`src/hw/isl_map.vh`:
```
`ifndef ISL_MAP_VH
`define ISL_MAP_VH
// Register byte addresses
`define ISL_ADDR_CTRL     8'h00
`define ISL_ADDR_ENABLE   8'h04
`define ISL_ADDR_FLAGS    8'h08
`define ISL_ADDR_EDGE     8'h0c
`define ISL_ADDR_SVC      8'h10
// Control register fields
`define ISL_CTRL_GIE      0
// Enable / flag bit positions
`define ISL_B_HALLGRP     0
`define ISL_B_EXT         1
`define ISL_B_CMP0        2
`define ISL_B_FILT        3
`define ISL_B_LVD         4
`define ISL_B_PROT        5
`define ISL_B_SER         6
`define ISL_B_EE          7
`define ISL_B_HALLA       8
`define ISL_B_HALLB       9
`define ISL_B_HALLC       10
// Edge select field positions, two bits each
`define ISL_E_HALL        0
`define ISL_E_EXT         2
`define ISL_E_CMP0        4
`define ISL_E_FILT        6
// Edge select encodings
`define ISL_EDGE_OFF      2'h0
`define ISL_EDGE_RISE     2'h1
`define ISL_EDGE_FALL     2'h2
`define ISL_EDGE_BOTH     2'h3
// Vector numbers, lowest wins
`define ISL_VEC_HALL      3'h0
`define ISL_VEC_EXT       3'h1
`define ISL_VEC_CMP0      3'h2
`define ISL_VEC_FILT      3'h3
`define ISL_VEC_LVD       3'h4
`define ISL_VEC_PROT      3'h5
`define ISL_VEC_SER       3'h6
`define ISL_VEC_EE        3'h7
// Reset values
`define ISL_RST_CTRL      32'h0000_0000
`define ISL_RST_ENABLE    32'h0000_0000
`define ISL_RST_EDGE      32'h0000_0000
`define ISL_NUM_SRC       8
`endif

```
`src/hw/isl_sync.v`:
```
`timescale 1ns/1ps
module isl_sync (
   // Clock and reset
   input  wire       clk_i,
   input  wire       rst_i,
   // Asynchronous inputs
   input  wire [5:0] async_i,
   // Synchronised outputs
   output reg  [5:0] sync_o
);
   reg [5:0] meta_q;

   always @(posedge clk_i) begin
      if (rst_i) begin
         meta_q <= 6'h00;
         sync_o <= 6'h00;
      end else begin
         meta_q <= async_i;
         sync_o <= meta_q;
      end
   end
endmodule // isl_sync

```
`src/hw/isl_edge_det.v`:
```
`timescale 1ns/1ps
`include "isl_map.vh"
module isl_edge_det (
   // Clock and reset
   input  wire       clk_i,
   input  wire       rst_i,
   // Sampled level and selection
   input  wire       level_i,
   input  wire [1:0] sel_i,
   // Qualified edge pulse
   output wire       hit_o
);
   reg  prev_q;
   wire rise;
   wire fall;

   always @(posedge clk_i) begin
      if (rst_i) begin
         prev_q <= 1'b0;
      end else begin
         prev_q <= level_i;
      end
   end

   assign rise  = level_i & ~prev_q;
   assign fall  = ~level_i & prev_q;
   assign hit_o = ((sel_i == `ISL_EDGE_RISE) & rise) |
                  ((sel_i == `ISL_EDGE_FALL) & fall) |
                  ((sel_i == `ISL_EDGE_BOTH) & (rise | fall));
endmodule // isl_edge_det

```
`src/hw/isl_irq_source_logic.v`:
```
// Overview of operation
// - Enabled Hall group with free stack calls vector 0 on selected Hall edge.
// - Hall service clears global enable and group flag; channel flags stay.
// - Hall edge select gives rising, falling, both, or off.
// - Selected edge on external pin sets external flag.
// - External vector needs global enable, own enable, free stack, pending edge.
// - External service clears external flag and global enable.
// - External edge select gives rising, falling, both, or off.
// - Selected comparator 0 output edge sets comparator flag.
// - Comparator vector needs enables and free stack; service clears flag, global.
// - Selected edge on filtered pin sets filter flag.
// - Filter vector needs enables and free stack; service clears flag, global.
// - Filter edge select gives rising, falling, both, or off.
// - Low voltage sets flag; enabled call; service clears flag, global.
// - Protection signal sets flag; enabled call; service clears flag, global.
// - Any serial condition raises the serial request.
// - Serial service clears serial flag and global; status flags untouched.
// - EEPROM cycle end sets flag; enabled call needs global and free stack.
// - EEPROM service clears its flag and global enable.
// - Hall vector needs global, group and the channel enable.
// - Flags set and hold while disabled, for later service.
//
// Register access over Wishbone and the placing of the registers were left to the implementer.
`timescale 1ns/1ps
`include "isl_map.vh"
module isl_irq_source_logic (
   // Clock and reset
   input  wire        clk_i,
   input  wire        rst_i,
   // Wishbone slave
   input  wire        wb_cyc_i,
   input  wire        wb_stb_i,
   input  wire        wb_we_i,
   input  wire [7:0]  wb_adr_i,
   input  wire [3:0]  wb_sel_i,
   input  wire [31:0] wb_dat_i,
   output reg  [31:0] wb_dat_o,
   output reg         wb_ack_o,
   // Pins from outside the clock domain
   input  wire [2:0]  hall_filt_i,
   input  wire        ext_irq_pin_i,
   input  wire        filtered_irq_pin_i,
   input  wire        cmp0_out_i,
   // Internal events, same clock
   input  wire        low_volt_det_i,
   input  wire        motor_protect_signal_i,
   input  wire        ser_txd_empty_i,
   input  wire        ser_tx_idle_i,
   input  wire        ser_rx_trig_i,
   input  wire        ser_overrun_i,
   input  wire        ser_addr_det_i,
   input  wire        ser_wake_i,
   input  wire        eeprom_cycle_end_i,
   // Core sequencer
   input  wire        stack_full_i,
   input  wire        call_ack_i,
   output reg         call_req_o,
   output reg  [2:0]  call_vec_o
);
   reg  [31:0] ctrl_q;
   reg  [31:0] enable_q;
   reg  [31:0] edge_q;
   reg  [10:0] flags_q;
   reg  [10:0] flags_d;
   reg  [31:0] rdata;
   reg         gie_d;
   reg  [2:0]  pick;
   reg         any;
   wire [5:0]  pins;
   wire [2:0]  hall_hit;
   wire        ext_hit;
   wire        cmp_hit;
   wire        filt_hit;
   wire        ser_evt;
   wire        acc;
   wire        wr;
   wire [7:0]  pend;
   wire        svc;
   wire [10:0] clr_w;
   wire [7:0]  en;
   integer     i;

   function [31:0] merge;
      input [31:0] old;
      input [31:0] val;
      input [3:0]  sel;
      begin
         merge = {sel[3] ? val[31:24] : old[31:24],
                  sel[2] ? val[23:16] : old[23:16],
                  sel[1] ? val[15:8]  : old[15:8],
                  sel[0] ? val[7:0]   : old[7:0]};
      end
   endfunction

   isl_sync u_sync (
      .clk_i   (clk_i),
      .rst_i   (rst_i),
      .async_i ({cmp0_out_i, filtered_irq_pin_i, ext_irq_pin_i, hall_filt_i}),
      .sync_o  (pins)
   );

   genvar g;
   generate
      for (g = 0; g < 3; g = g + 1) begin : g_hall
         isl_edge_det u_hall (
            .clk_i   (clk_i),
            .rst_i   (rst_i),
            .level_i (pins[g]),
            .sel_i   (edge_q[`ISL_E_HALL+1:`ISL_E_HALL]),
            .hit_o   (hall_hit[g])
         );
      end
   endgenerate

   isl_edge_det u_ext (
      .clk_i   (clk_i),
      .rst_i   (rst_i),
      .level_i (pins[3]),
      .sel_i   (edge_q[`ISL_E_EXT+1:`ISL_E_EXT]),
      .hit_o   (ext_hit)
   );

   isl_edge_det u_filt (
      .clk_i   (clk_i),
      .rst_i   (rst_i),
      .level_i (pins[4]),
      .sel_i   (edge_q[`ISL_E_FILT+1:`ISL_E_FILT]),
      .hit_o   (filt_hit)
   );

   isl_edge_det u_cmp (
      .clk_i   (clk_i),
      .rst_i   (rst_i),
      .level_i (pins[5]),
      .sel_i   (edge_q[`ISL_E_CMP0+1:`ISL_E_CMP0]),
      .hit_o   (cmp_hit)
   );

   assign ser_evt = ser_txd_empty_i | ser_tx_idle_i | ser_rx_trig_i |
                    ser_overrun_i | ser_addr_det_i | ser_wake_i;

   assign acc = wb_cyc_i & wb_stb_i & ~wb_ack_o;
   assign wr  = acc & wb_we_i;
   assign en  = enable_q[7:0];

   // Hall group pends only via an enabled channel flag
   assign pend[`ISL_VEC_HALL] = flags_q[`ISL_B_HALLGRP] &
                                (|(flags_q[10:8] & enable_q[10:8]));
   assign pend[7:1] = flags_q[7:1];

   // Priority pick among enabled pending requests
   always @* begin
      pick = 3'h0;
      any  = 1'b0;
      for (i = `ISL_NUM_SRC - 1; i >= 0; i = i - 1) begin
         if (pend[i] & en[i]) begin
            pick = i[2:0];
            any  = 1'b1;
         end
      end
   end

   assign svc   = call_req_o & call_ack_i;
   // Servicing clears the source flag; Hall channel flags are left alone
   assign clr_w = svc ? ({3'h0, 8'h01} << call_vec_o) : 11'h000;

   // Flag set and clear; set wins over clear
   always @* begin
      flags_d = flags_q;
      if (wr && wb_adr_i == `ISL_ADDR_FLAGS) begin
         flags_d = flags_q & ~(wb_dat_i[10:0] & {{3{wb_sel_i[1]}}, {8{wb_sel_i[0]}}});
      end
      flags_d = flags_d & ~clr_w;
      flags_d[`ISL_B_HALLA] = flags_d[`ISL_B_HALLA] | hall_hit[0];
      flags_d[`ISL_B_HALLB] = flags_d[`ISL_B_HALLB] | hall_hit[1];
      flags_d[`ISL_B_HALLC] = flags_d[`ISL_B_HALLC] | hall_hit[2];
      flags_d[`ISL_B_HALLGRP] = flags_d[`ISL_B_HALLGRP] | (|hall_hit);
      flags_d[`ISL_B_EXT]  = flags_d[`ISL_B_EXT]  | ext_hit;
      flags_d[`ISL_B_CMP0] = flags_d[`ISL_B_CMP0] | cmp_hit;
      flags_d[`ISL_B_FILT] = flags_d[`ISL_B_FILT] | filt_hit;
      flags_d[`ISL_B_LVD]  = flags_d[`ISL_B_LVD]  | low_volt_det_i;
      flags_d[`ISL_B_PROT] = flags_d[`ISL_B_PROT] | motor_protect_signal_i;
      flags_d[`ISL_B_SER]  = flags_d[`ISL_B_SER]  | ser_evt;
      flags_d[`ISL_B_EE]   = flags_d[`ISL_B_EE]   | eeprom_cycle_end_i;
   end

   // Global enable: servicing clears it over a software write
   always @* begin
      gie_d = ctrl_q[`ISL_CTRL_GIE];
      if (wr && wb_adr_i == `ISL_ADDR_CTRL && wb_sel_i[0]) begin
         gie_d = wb_dat_i[`ISL_CTRL_GIE];
      end
      if (svc) begin
         gie_d = 1'b0;
      end
   end

   always @* begin
      case (wb_adr_i)
         `ISL_ADDR_CTRL:   rdata = ctrl_q;
         `ISL_ADDR_ENABLE: rdata = enable_q;
         `ISL_ADDR_FLAGS:  rdata = {21'h0, flags_q};
         `ISL_ADDR_EDGE:   rdata = edge_q;
         `ISL_ADDR_SVC:    rdata = {27'h0, call_req_o, 1'b0, call_vec_o};
         default:          rdata = 32'h0000_0000;
      endcase
   end

   always @(posedge clk_i) begin
      if (rst_i) begin
         ctrl_q     <= `ISL_RST_CTRL;
         enable_q   <= `ISL_RST_ENABLE;
         edge_q     <= `ISL_RST_EDGE;
         flags_q    <= 11'h000;
         wb_ack_o   <= 1'b0;
         wb_dat_o   <= 32'h0000_0000;
         call_req_o <= 1'b0;
         call_vec_o <= 3'h0;
      end else begin
         wb_ack_o <= acc;
         if (acc) begin
            wb_dat_o <= rdata;
         end
         if (wr && wb_adr_i == `ISL_ADDR_ENABLE) begin
            enable_q <= merge(enable_q, wb_dat_i, wb_sel_i) & 32'h0000_07ff;
         end
         if (wr && wb_adr_i == `ISL_ADDR_EDGE) begin
            edge_q <= merge(edge_q, wb_dat_i, wb_sel_i) & 32'h0000_00ff;
         end
         ctrl_q  <= {31'h0, gie_d};
         flags_q <= flags_d;
         // Request held until the core takes it
         if (svc) begin
            call_req_o <= 1'b0;
         end else if (!call_req_o) begin
            if (any && ctrl_q[`ISL_CTRL_GIE] && !stack_full_i) begin
               call_req_o <= 1'b1;
               call_vec_o <= pick;
            end
         end
      end
   end
endmodule // isl_irq_source_logic

```
`config.mk`:
```
export PLATFORM = sky130hd
export DESIGN_NAME = isl_irq_source_logic
export DESIGN_NICKNAME = d
export VERILOG_FILES = /design/src/hw/isl_sync.v /design/src/hw/isl_edge_det.v /design/src/hw/isl_irq_source_logic.v
export VERILOG_INCLUDE_DIRS = /design/src /design/src/hw
export SDC_FILE = /design/constraint.sdc
export NUM_CORES = 1
export LEC_CHECK = 0
export BUFFER_PORTS_ARGS = -buffer_cell sky130_fd_sc_hd__buf_2
export CORE_UTILIZATION = 55
export CTS_CLUSTER_SIZE = 10
export DETAILED_ROUTE_END_ITERATION = 10
export PLACE_DENSITY = 0.85
export SLEW_MARGIN = 20
export SYNTH_ARGS = -nofsm -noshare
export SYNTH_HDL_FRONTEND = slang
export SYNTH_HIERARCHICAL = 1
export SYNTH_SLANG_ARGS = --single-unit
```
`constraint.sdc`:
```
create_clock -name clk_i -period 2.6 [get_ports clk_i]
set_input_delay 0.52 -clock clk_i [delete_from_list [all_inputs] [get_ports clk_i]]
set_output_delay 0.52 -clock clk_i [all_outputs]
set_load 0.02 [all_outputs]
```
==> out/metrics.cfg <==
[route]
drt_iter0_markers=229
vias=2788
wl_per_cell_um=13.8
drt_wl_total_um=7060
route.detailed.drc=0
routed_via_density=5.46
ant_nets=0
first_pass_iters=5

[critical_path]
crit_buf_inv=1
critPathLaunchType=input port
cp.required_ns=2.84
path_cells=buf_2 > or4_4 > nor3_4 > and3_1 > a21oi_1 > o21ba_2
crit_family=simple AND/OR/NAND/NOR gates
cp.arrival_ns=2.20
reg2reg_depth=5
crit_fanout=8
cp_slowest_cell=or4_4
slowest_delay_ns=0.55
end_kind=flop
path_depth=6
path_class=in -> reg

[timing]
rsz0062_at_grt=no
hold_viol_final=0
slew_headroom_pct=62.1
setup_viol=0
fin_ws_ns=0.639
worst_slew_pin_slew_ns=0.563
slew_viol_final=0
fmax_mhz=510
tns_ns=0
final.min_clock_period_ns=1.96
fin_crit_sh_pct=75.4
worst_clock_skew_ns=0.00462

[clock_tree]
cts_tree=built
clk_latency_ns=0.35
root_buffer=clkbuf_8
numCtsBuffers=9
cts_resized=0
path_clk_slew_ns=0.07
cts_buffer_depth=2
clock-sinks=65
htreeDepth=3
postCtsSetupBuffers=0
cts_hold_buf=0

[synthesis]
yosys.area.top_type=dfxtp_1
synth_area_um2=3250
synth.yosys.seq_area_share_pct=40.0
synth_mux_area_share_pct=7.12
synth_compound_area_share_pct=17.3
synthMostInstantiatedCell=dfxtp_1
ys_warn_count=6
syn_avg_cell_area_um2=8.67
synth-edff-count=0
synth_xor_area_share_pct=0
synthAdderAreaFrac_pct=4.62
syn_inst=375
synth_common_cells=dfxtp_1 (65), nor2_1 (38), nand2_1 (37), a21oi_1 (30), buf_4 (22)
synth_top_area_share_pct=40.0
synth_top_family_by_area=simple AND/OR/NAND/NOR gates
async_flop_share_pct=0
yosysUniqueCellTypes=47
synth_area_leaders=dfxtp_1 (40%), buf_4 (5.1%), a21oi_1 (4.6%)
ys_ff_latch=65
synthSimpleGateAreaFrac_pct=22.1
synth_ff_type=dfxtp_1

[finish]
final_nets=512
fill_cells=499
fin_cells=511
multi_input_area_um2=1740
antennaDiodeCount=0
final_layout_size_suffix_gt1_share_pct=24.6
regArea_um2=1300
area.growth.synth_to_final_pct=14.0

[floorplanning]
die_area_um2=6230
core-area_um2=5610
dieWidth_um=78.9
io_pins=103
start_util_pct=58.0
num_rows=27
die_h_um=78.9

[outcome]
outcome=complete, no violations

[placed_design]
post-place-ws_ns=0.299
dp.cells=495
dp_hpwl_um=5170
portBuffers=58
gp_congestion=0.905

[worst_hold_path]
hold_path_depth=2
hold_class=in -> reg

[power_and_ir_drop]
p_leak_nw=1.58
p_int_w=0.00146
p_comb_share_pct=8.1
p_seq_share_pct=51.9
p_switching_w=0.000503
switching_share_pct=25.6
clkPwrFrac_pct=40.0
total_power_w=0.00197
peakVddDrop_uv=464
power.density_nw_per_um2=530

[flow_run]
cap_violations=0

[grt]
grt_pass1_wl_um=11000
grt_pass1_vias=2355
antenna_found_initial=0
grt-ovfl-total=0
grt_usage_pct=23.3
grt_max_degree=37

[placed cells by master (no fill, tap or decap), drive strengths merged, types with 2 or more instances in the layout]
cell type | Yosys | final
a311oi | 3 | 3
inv | 16 | 16
nand2b | 4 | 4
ha | 12 | 12
nand4 | 3 | 3
conb | 1 | 21
a211oi | 2 | 2
nand3 | 6 | 6
dfxtp | 65 | 65
nor3 | 8 | 8
clkinv | 0 | 3
and2b | 2 | 2
mux2 | 7 | 7
o21ai | 24 | 24
nand2 | 37 | 37
nor2 | 38 | 38
nor2b | 27 | 27
clkbuf | 7 | 11
a31oi | 2 | 2
mux2i | 13 | 13
o31ai | 2 | 2
a21o | 2 | 2
clkinvlp | 0 | 2
and3 | 2 | 2
nand3b | 2 | 2
buf | 27 | 62
a32o | 2 | 2
a22oi | 14 | 14
or3 | 2 | 2
a21oi | 30 | 30
o21ba | 6 | 6
[cell type report]
| class | instances | share of cell area [%] |
|---|---|---|
| multi-input combinational | 280 | 47.0 |
| timing repair buffer | 62 | 8.97 |
| tap | 72 | 2.43 |
| clock buffer | 11 | 4.08 |
| inverter | 16 | 1.62 |
| sequential | 65 | 35.1 |
| clock inverter | 5 | 0.810 |
[stage by stage]
stage / hold WS (ns) / area [µm²] / util, %
floorplan: 0.415 / 3330 / -
global placement: 0.418 / 3530 / 62.9
detailed placement: 0.426 / 3530 / 62.9
CTS: 0.371 / 3710 / 66.1
global route: 0.376 / 3710 / 66.1
finish: 0.379 / 3710 / 66.1
[flip-flops by register name, indices dropped and copies added, names as in the netlist, 3 cells and up]
signal / cells
flags_q: 11
enable_q: 11
u_sync/sync_o: 6
u_sync/meta_q: 6
call_vec_o: 3
g_hall.u_hall/prev_q: 3
wb_dat_o: 11
edge_q: 8
[metal layers]
| layer | global-route usage [%] | routed length (µm) | up-vias |
|---|---|---|---|
| li1 | - | - | 1376 |
| met1 | 29.9 | 3040 | 1265 |
| met2 | 38.3 | 3290 | 130 |
| met3 | 3.91 | 565 | 17 |
| met4 | 10.7 | 160 | 0 |
| met5 | 0 | 0 | - |
[path summary, 6_finish.rpt]
kind / from / endpoint / slack (ns)
max: wb_adr_i[5] / flags_q[5] / 0.64
min reg2reg: u_sync/meta_q[1] / u_sync/sync_o[1] / 0.44
max reg2reg: wb_ack_o / flags_q[5] / 0.83
min: hall_filt_i[2] / u_sync/meta_q[2] / 0.38
[cell families (layout without fill, tap and decap cells)]
group,count (synthesis),after routing
AO/OA/AOI/OAI,90,90
multiplexers,21,21
other,1,21
buffers and inverters,50,94
adder cells (fa/ha/maj),12,12
AND/OR/NAND/NOR,136,136
flip-flops,65,65
[power by group through the flow]
stage,clock network (W),registers (W),logic [W]
global route,0.000835,0.00102,0.000173
global placement,0,0.00104,0.000154
CTS,0.000792,0.00102,0.000158
finish,0.000787,0.00102,0.000159
floorplan,0,0.00104,0.000120
detailed placement,0,0.00104,0.000158
Note: power is estimated with default switching activity, not from simulation.
